<file path="config.mk">
export PLATFORM = sky130hd
export DESIGN_NAME = pcsia_core
export DESIGN_NICKNAME = d
export VERILOG_FILES = /design/src/pcsia_pkg.sv /design/src/pcsia_core.sv
export VERILOG_INCLUDE_DIRS = /design/src
export SDC_FILE = /design/constraint.sdc
export NUM_CORES = 1
export LEC_CHECK = 0
export BUFFER_PORTS_ARGS = -buffer_cell sky130_fd_sc_hd__buf_2
export CAP_MARGIN = 20
export CORE_MARGIN = 1
export CORE_UTILIZATION = 40
export CTS_CLUSTER_SIZE = 10
export DETAILED_ROUTE_END_ITERATION = 8
export PLACE_DENSITY_LB_ADDON = 0.08
export SETUP_SLACK_MARGIN = 0.1
export SLEW_MARGIN = 10
export SYNTH_ARGS = -nofsm -noshare
export SYNTH_HDL_FRONTEND = slang
export SYNTH_SLANG_ARGS = --single-unit
</file>
<file path="constraint.sdc">
create_clock -name clk -period 4.7 [get_ports clk]
set_input_delay 0.235 -clock clk [delete_from_list [all_inputs] [get_ports clk]]
set_output_delay 0.235 -clock clk [all_outputs]
set_load 0.02 [all_outputs]
</file>
<file path="src/pcsia_cfg.svh">
// Constants of the program-flow and indirect-addressing block
`ifndef PCSIA_CFG_SVH
`define PCSIA_CFG_SVH
`define PCSIA_OFS_PC_LOW  12'h000
`define PCSIA_OFS_LATCH   12'h004
`define PCSIA_OFS_POINTER 12'h008
`define PCSIA_OFS_STATUS  12'h00c
`define PCSIA_BANK_POS    7
`define PCSIA_IRQ_VECTOR  13'h0004
`define PCSIA_PC_RST      13'h0000
`define PCSIA_LATCH_RST   5'h00
`define PCSIA_POINTER_RST 8'h00
`define PCSIA_STK_DEPTH   8
`define PCSIA_PORT_LOW    7'h00
`define PCSIA_NULL_DATA   8'h00
`endif

</file>
<file path="src/pcsia_pkg.sv">
// Types of the program-flow and indirect-addressing block
package pcsia_pkg;
	typedef enum logic [2:0] {
		PCSIA_OP_NONE  = 3'b000,
		PCSIA_OP_STEP  = 3'b001,
		PCSIA_OP_JUMP  = 3'b010,
		PCSIA_OP_CALL  = 3'b011,
		PCSIA_OP_RET   = 3'b100,
		PCSIA_OP_IRQ   = 3'b101,
		PCSIA_OP_PCLWR = 3'b110
	} pcsia_op_t;
	typedef enum logic [2:0] {
		PCSIA_SEL_PC_LOW  = 3'b000,
		PCSIA_SEL_LATCH   = 3'b001,
		PCSIA_SEL_POINTER = 3'b010,
		PCSIA_SEL_STATUS = 3'b011,
		PCSIA_SEL_NONE   = 3'b111
	} pcsia_sel_t;
endpackage

</file>
<file path="src/pcsia_core.sv">
// Program counter, return stack and indirect data access with APB registers
`timescale 1ns/10ps
`include "pcsia_cfg.svh"
module pcsia_core import pcsia_pkg::*; (
	// Clock and reset
	input  wire logic        clk,
	input  wire logic        nrst,
	// Execution core flow requests
	input  wire pcsia_op_t   op,
	input  wire logic [10:0] op_target,
	input  wire logic [7:0]  op_data,
	output logic      [12:0] pc,
	// Execution core data access
	input  wire logic        dacc_valid,
	input  wire logic [8:0]  dacc_addr,
	input  wire logic        dacc_we,
	input  wire logic [7:0]  dacc_wdata,
	output logic             dacc_rvalid,
	output logic      [7:0]  dacc_rdata,
	// Data memory
	output logic             mem_valid,
	output logic      [8:0]  mem_addr,
	output logic             mem_we,
	output logic      [7:0]  mem_wdata,
	input  wire logic [7:0]  mem_rdata,
	// APB slave
	input  wire logic        psel,
	input  wire logic        penable,
	input  wire logic        pwrite,
	input  wire logic [11:0] paddr,
	input  wire logic [31:0] pwdata,
	output logic      [31:0] prdata,
	output logic             pready,
	output logic             pslverr
);

	function automatic pcsia_sel_t reg_sel(input logic [11:0] a);
		case (a)
			`PCSIA_OFS_PC_LOW:  reg_sel = PCSIA_SEL_PC_LOW;
			`PCSIA_OFS_LATCH:   reg_sel = PCSIA_SEL_LATCH;
			`PCSIA_OFS_POINTER: reg_sel = PCSIA_SEL_POINTER;
			`PCSIA_OFS_STATUS: reg_sel = PCSIA_SEL_STATUS;
			default:           reg_sel = PCSIA_SEL_NONE;
		endcase
	endfunction

	// ********************************
	// APB slave and software registers
	// ********************************
	logic [4:0]  pc_high_latch;
	logic [7:0]  file_pointer;
	logic        bank;
	logic [4:0]  next_pc_high_latch;
	logic [7:0]  next_file_pointer;
	logic        next_bank;
	logic        next_pready;
	logic        next_pslverr;
	logic [31:0] next_prdata;
	logic        apb_wr;
	logic        apb_pcl_wr;
	pcsia_sel_t  rd_sel;
	pcsia_sel_t  wr_sel;

	// Write lands on the edge where the master sees pready
	assign apb_wr     = psel && penable && pready && pwrite;
	assign wr_sel     = reg_sel(paddr);
	assign apb_pcl_wr = apb_wr && (wr_sel == PCSIA_SEL_PC_LOW);

	always_comb begin
		rd_sel       = reg_sel(paddr);
		next_pready  = psel && penable && !pready;
		next_pslverr = next_pready && (rd_sel == PCSIA_SEL_NONE);
		next_prdata  = prdata;
		next_pc_high_latch = pc_high_latch;
		next_file_pointer  = file_pointer;
		next_bank    = bank;
		// Read data is formed one cycle ahead, while the access phase waits
		if (next_pready && !pwrite) begin
			case (rd_sel)
				PCSIA_SEL_PC_LOW:  next_prdata = {24'h000000, pc[7:0]};
				PCSIA_SEL_LATCH:   next_prdata = {27'h0000000, pc_high_latch};
				PCSIA_SEL_POINTER: next_prdata = {24'h000000, file_pointer};
				PCSIA_SEL_STATUS: next_prdata = {24'h000000, bank, 7'h00};
				default:          next_prdata = 32'h00000000;
			endcase
		end
		if (apb_wr) begin
			case (wr_sel)
				PCSIA_SEL_LATCH:   next_pc_high_latch = pwdata[4:0];
				PCSIA_SEL_POINTER: next_file_pointer = pwdata[7:0];
				PCSIA_SEL_STATUS:  next_bank = pwdata[`PCSIA_BANK_POS];
				default:           next_pc_high_latch = pc_high_latch;
			endcase
		end
	end

	always_ff @(posedge clk or negedge nrst) begin
		if (!nrst) begin
			pready  <= 1'b0;
			pslverr <= 1'b0;
			prdata  <= 32'h00000000;
			pc_high_latch <= `PCSIA_LATCH_RST;
			file_pointer  <= `PCSIA_POINTER_RST;
			bank    <= 1'b0;
		end else begin
			pready  <= next_pready;
			pslverr <= next_pslverr;
			prdata  <= next_prdata;
			pc_high_latch <= next_pc_high_latch;
			file_pointer  <= next_file_pointer;
			bank    <= next_bank;
		end
	end

	// ********************************
	// Program counter and return stack
	// ********************************
	logic [12:0] stk [`PCSIA_STK_DEPTH];
	logic [2:0]  sp;
	logic [12:0] next_pc;
	logic [2:0]  next_sp;
	logic        push;
	logic        pop;
	logic [12:0] push_val;
	logic [2:0]  top_idx;

	// A low byte register write outranks the core in the same cycle
	assign push    = !apb_pcl_wr && (op == PCSIA_OP_CALL || op == PCSIA_OP_IRQ);
	assign pop     = !apb_pcl_wr && (op == PCSIA_OP_RET);
	assign top_idx = sp - 3'd1;

	always_comb begin
		next_pc  = pc;
		next_sp  = sp;
		// Interrupt preempts the current address, call resumes after itself
		push_val = (op == PCSIA_OP_IRQ) ? pc : pc + 13'h0001;
		if (apb_pcl_wr) begin
			next_pc = {pc_high_latch, pwdata[7:0]};
		end else begin
			case (op)
				PCSIA_OP_STEP:  next_pc = pc + 13'h0001;
				PCSIA_OP_JUMP:  next_pc = {pc_high_latch[4:3], op_target};
				PCSIA_OP_CALL:  next_pc = {pc_high_latch[4:3], op_target};
				PCSIA_OP_IRQ:   next_pc = `PCSIA_IRQ_VECTOR;
				PCSIA_OP_RET:   next_pc = stk[top_idx];
				// No carry into the high part: the latch always supplies it
				PCSIA_OP_PCLWR: next_pc = {pc_high_latch, op_data};
				default:        next_pc = pc;
			endcase
		end
		// Pointer wraps in three bits, silently in both directions
		if (push) begin
			next_sp = sp + 3'd1;
		end else if (pop) begin
			next_sp = top_idx;
		end
	end

	always_ff @(posedge clk or negedge nrst) begin
		if (!nrst) begin
			pc <= `PCSIA_PC_RST;
			sp <= 3'd0;
		end else begin
			pc <= next_pc;
			sp <= next_sp;
		end
	end

	// Entries need no reset; stale ones are only seen after underflow
	always_ff @(posedge clk) begin
		if (push) begin
			stk[sp] <= push_val;
		end
	end

	// ********************************
	// Indirect data access
	// ********************************
	logic       via_port;
	logic [8:0] eff_addr;
	logic       null_sel;
	logic       next_mem_valid;
	logic [8:0] next_mem_addr;
	logic       next_mem_we;
	logic [7:0] next_mem_wdata;
	logic       rd_pend;
	logic       null_pend;
	logic       next_rd_pend;
	logic       next_null_pend;
	logic       next_rvalid;
	logic [7:0] next_rdata;

	always_comb begin
		// Port sits at the same low address in every bank
		via_port       = dacc_addr[6:0] == `PCSIA_PORT_LOW;
		eff_addr       = via_port ? {bank, file_pointer} : dacc_addr;
		null_sel       = via_port && (eff_addr[6:0] == `PCSIA_PORT_LOW);
		next_mem_valid = dacc_valid && !null_sel;
		next_mem_addr  = dacc_valid ? eff_addr : mem_addr;
		next_mem_we    = dacc_valid && dacc_we && !null_sel;
		next_mem_wdata = dacc_valid ? dacc_wdata : mem_wdata;
		next_rd_pend   = dacc_valid && !dacc_we;
		next_null_pend = dacc_valid && !dacc_we && null_sel;
		next_rvalid    = rd_pend;
		next_rdata     = dacc_rdata;
		if (rd_pend) begin
			next_rdata = null_pend ? `PCSIA_NULL_DATA : mem_rdata;
		end
	end

	always_ff @(posedge clk or negedge nrst) begin
		if (!nrst) begin
			mem_valid   <= 1'b0;
			mem_addr    <= 9'h000;
			mem_we      <= 1'b0;
			mem_wdata   <= 8'h00;
			rd_pend     <= 1'b0;
			null_pend   <= 1'b0;
			dacc_rvalid <= 1'b0;
			dacc_rdata  <= 8'h00;
		end else begin
			mem_valid   <= next_mem_valid;
			mem_addr    <= next_mem_addr;
			mem_we      <= next_mem_we;
			mem_wdata   <= next_mem_wdata;
			rd_pend     <= next_rd_pend;
			null_pend   <= next_null_pend;
			dacc_rvalid <= next_rvalid;
			dacc_rdata  <= next_rdata;
		end
	end
endmodule

</file>
==> results <==
- The synthesized design spends more area on one cell type than any other, namely sky130_fd_sc_hd__edfxtp_1.
- The number of stages on the worst setup path is 8.
- The count of boundary I/O pins is 173.
- The flow ran to the end, and the final reports show no timing, DRC or antenna violations.
- The cell with the biggest individual delay on the critical path is sky130_fd_sc_hd__dfrtp_1.
- The clock net sink count is 174.
- The DRC marker count from the first detailed-route iteration is 326.
- For this design the total switching power over the nets is 1.72 mW.
- In this run the number of H-tree levels came out at 4.
- The floorplan has 51 rows.
- After clock tree synthesis, the flow added hold-fix buffers numbering 1.
- The logic depth of the worst register-to-register path is 8.
- The area of the die is 20800 sq um.
- The placed wire-length estimate after detailed placement is 14200 um.
- Walking the worst path, the cells encountered are inv_1 -> ha_1 -> buf_4 -> nor2b_1 -> a2111oi_0 -> a311oi_1 -> a221oi_1 -> o21ai_0.
- Max-cap violations in this run came to 0.
- The area of the mapped netlist is 8080 sq um.
- IR analysis of the VDD net gives a maximum drop of 0.280 mV.
- The actual transition at the worst max-transition pin is 0.993 ns.
- The main flop type after synthesis is sky130_fd_sc_hd__edfxtp_1.
- The share of total power dissipated in the clock network is 27.6%.
- The accumulated negative setup slack is 0 ns.
- In this run switching power makes up 35.5% of total power.
- The via count of the first global-routing pass is 5309.
- Clock-pin slew was measured on the worst setup and hold paths at 0.07 ns.
- The headroom to the max-slew limit is 33.7%.
- The post-layout utilization of the core is 48.0%.
- The count of input and output buffers is 124.
- Final hold analysis gives a worst-case slack of 0.00462 ns.
- The number of distinct library cells after synthesis is 50.
- Counting every instance in the synthesized netlist gives 633.
- After detailed routing, the number of remaining DRC violations is 0.
- Sequential cells burn 41.5% of the power.
- The worst setup path startpoint is sp[1]$_DFFE_PN0P_.
- Dividing the detail-routed wire length by the instance count gives 19.8 um.
- The path class of the tightest hold or removal check is input pin to asynchronous set/reset pin.
- For this run, the top clock speed supported by timing is 339 MHz.
- The number of buffers added by the clock tree synthesis step is 17.
- Of all nets on the critical path, the largest fanout is 36.
- Setup violations remaining at the end of the flow were counted as 0.
- The routed design has 20300 um of wire.
- The count of final hold-check violations is 0.
- Fill cells in the final layout number 1826.
- The floorplan step defined a core boundary enclosing 19700 sq um.
- The total iterations of the first detailed-routing run is 4.
- Cell internal power was estimated by the tool at 3.12 mW.
- Entering global routing, the biggest net connects 71 pins.
- The launch point of the worst reg-to-reg path is sp[1]$_DFFE_PN0P_.
- TritonCTS built the clock tree.
- The antenna cell count is 0.
- At the end of the flow, the number of nets in the layout was 848.
- The synthesized design contains 104 enable-type register cells.
- The final antenna-violating net count is 0.
- The proportion of synthesized flip-flops having asynchronous set or reset is 40.2%.
- At the worst endpoint, the arrival time is 3.25 ns.
- Post-CTS repair changed the size of 0 cells.
- By area the synthesized netlist is led by sky130_fd_sc_hd__edfxtp_1 (39%), sky130_fd_sc_hd__dfrtp_1 (22%), sky130_fd_sc_hd__mux4_2 (5.0%).
- The clock tree root driver cell is sky130_fd_sc_hd__clkbuf_16.
- After global routing the overflow that remains totals 0.
- The worst setup path is of the register to register kind.
- In this run, synthesis produced a sequential element count of 174.
- The fraction of power consumed by combinational cells is 30.9%.
- The global-route wire length before repair is 30500 um.
- The number of buffers on the longest clock path is 2.
- Data on the critical path is required at its endpoint by 5.00 ns.
- STA classifies the critical path startpoint as a register.
- Dividing the final minimum period by the clock period gives 62.7%.
- The initial antenna violation count came to 0.
- The global router's overall resource usage is 20.3%.
- The routed design could run at a clock period as short as 2.95 ns.
- The largest single stage delay on the critical path is 0.54 ns.
- The die is 144 um tall.
- Detailed routing inserted a total of 5438 vias.
- The worst setup skew after layout is 0.00921 ns.
- The Yosys step of the flow raised 0 warnings.
- Post-CTS timing repair inserted 0 buffers for setup.
- The latest clock arrival within the worst-skew pair is 0.43 ns.
- The per-instance average area after synthesis is 12.8 sq um.
- The fraction of final layout cells sized beyond drive strength 1 is 29.1%.
- Across the whole layout, storage elements account for 4870 sq um.
- The leakage power summed over all cells is 3.70 nW.
- The die span in x is 144 um.
- On the critical path the largest part of the delay comes from compound AO/OA/AOI/OAI gates.
- Compared with the post-synthesis result, the final layout area differs by 16.7%.
- The critical path contains buffers and inverters numbering 2 combined.
- The number of slew-limit violations in the final report is 0.
- The area taken by multi-input logic gates is 2920 sq um.
- Setup repair after global routing left no endpoint under its margin.
- The nature of the critical path endpoint is a register.
- The power per cell area is 513 nW/um^2.
- The fraction of post-synthesis cell area in the top cell type by area is 38.6%.
- The final weighted congestion in routability-driven placement is 0.867.
- The effective utilization at floorplan is 41.1%.
- The via density per instance is 5.31.
- The sequential-to-total area share from yosys stat is 60.3%.
cell usage in the layout (no fill, tap or decap), drive strengths merged, types with 16 or more instances in the layout:
| cell | instances |
|---|---|
| mux2i | 21 |
| clkbuf | 18 |
| nor2b | 16 |
| mux2 | 23 |
| nand2 | 32 |
| conb | 24 |
| buf | 132 |
| o21ai | 32 |
| edfxtp | 104 |
| nor2 | 51 |
| dfrtp | 70 |
| mux4 | 18 |
| a21oi | 45 |
| inv | 25 |
per-layer routing:
layer | track usage [%] | share of wire [%] | wire (um) | up-vias
li1 | - | - | - | 2541
met1 | 27.2 | 45 | 9130 | 2692
met2 | 32.8 | 47 | 9590 | 174
met3 | 3.81 | 5.5 | 1110 | 31
met4 | 8.03 | 2.2 | 441 | 0
met5 | 0 | 0 | 0 | -
power by group through the flow:
stage	logic (mW)	clock network, mW	registers, mW
2_1_floorplan	1.03	0	2.02
3_3_place_gp	1.48	0	2.03
3_5_place_dp	1.51	0	2.04
4_1_cts	1.51	1.37	2.01
5_1_grt	1.64	1.43	2.03
6_report	1.49	1.34	2.01
metrics by stage:
step | power, mW | area [sq um] | instances | setup slack (ns)
6_report | 4.84 | 9430 | 1025 | 1.75
3_3_place_gp | 3.51 | 8860 | 992 | 1.86
3_5_place_dp | 3.55 | 8860 | 992 | 1.78
4_1_cts | 4.89 | 9430 | 1025 | 1.77
5_1_grt | 5.10 | 9430 | 1025 | 1.48
2_1_floorplan | 3.06 | 8170 | 656 | 2.14
cells in the mapped netlist, types with 15 or more instances:
library cell	number
sky130_fd_sc_hd__edfxtp_1	104
sky130_fd_sc_hd__dfrtp_1	70
sky130_fd_sc_hd__nor2_1	51
sky130_fd_sc_hd__a21oi_1	45
sky130_fd_sc_hd__nand2_1	32
sky130_fd_sc_hd__o21ai_0	32
sky130_fd_sc_hd__buf_4	26
sky130_fd_sc_hd__mux2_2	23
sky130_fd_sc_hd__mux2i_1	21
sky130_fd_sc_hd__mux4_2	18
sky130_fd_sc_hd__clkbuf_1	17
sky130_fd_sc_hd__nor2b_1	16
sky130_fd_sc_hd__buf_2	15
sky130_fd_sc_hd__inv_1	15
area by class of cell:
class                           instances  share of cell area [%]
Clock buffer                           18                    4.55
Clock inverter                         14                    1.33
Inverter                               15                   0.597
Multi-Input combinational cell        406                    31.0
Sequential cell                       174                    51.7
Tap cell                              265                    3.52
Timing Repair Buffer                  133                    7.33
logic make-up after synthesis:
logic type | share of synthesized area (%)
flops | 60.3
simple gates | 10.9
compound gates | 9.52
buf+inv | 5.09
mux | 10.8
xor+xnor | 2.80
fa+ha+maj | 0.465
other cells | 0.0464
worst paths after layout:
kind                                            end  slack, ns
max                               pc[2]$_DFFE_PN0P_       1.75
min                           prdata[5]$_DFFE_PN0P_      0.005
min in group clk           mem_wdata[5]$_DFFE_PN0P_       0.04
min reg2reg                mem_wdata[4]$_DFFE_PN0P_       0.50
max reg2reg                       pc[2]$_DFFE_PN0P_       1.75
max in group asynchronous  mem_wdata[6]$_DFFE_PN0P_       4.12
sequential cells by signal, indices dropped and copies added, names as in the netlist, 3 cells and up:
register       flops
prdata             8
mem_wdata          8
stk              104
dacc_rdata         8
file_pointer       8
pc                13
sp                 3
mem_addr           9
pc_high_latch      5
No activity file was read; power rests on OpenSTA's default activity.
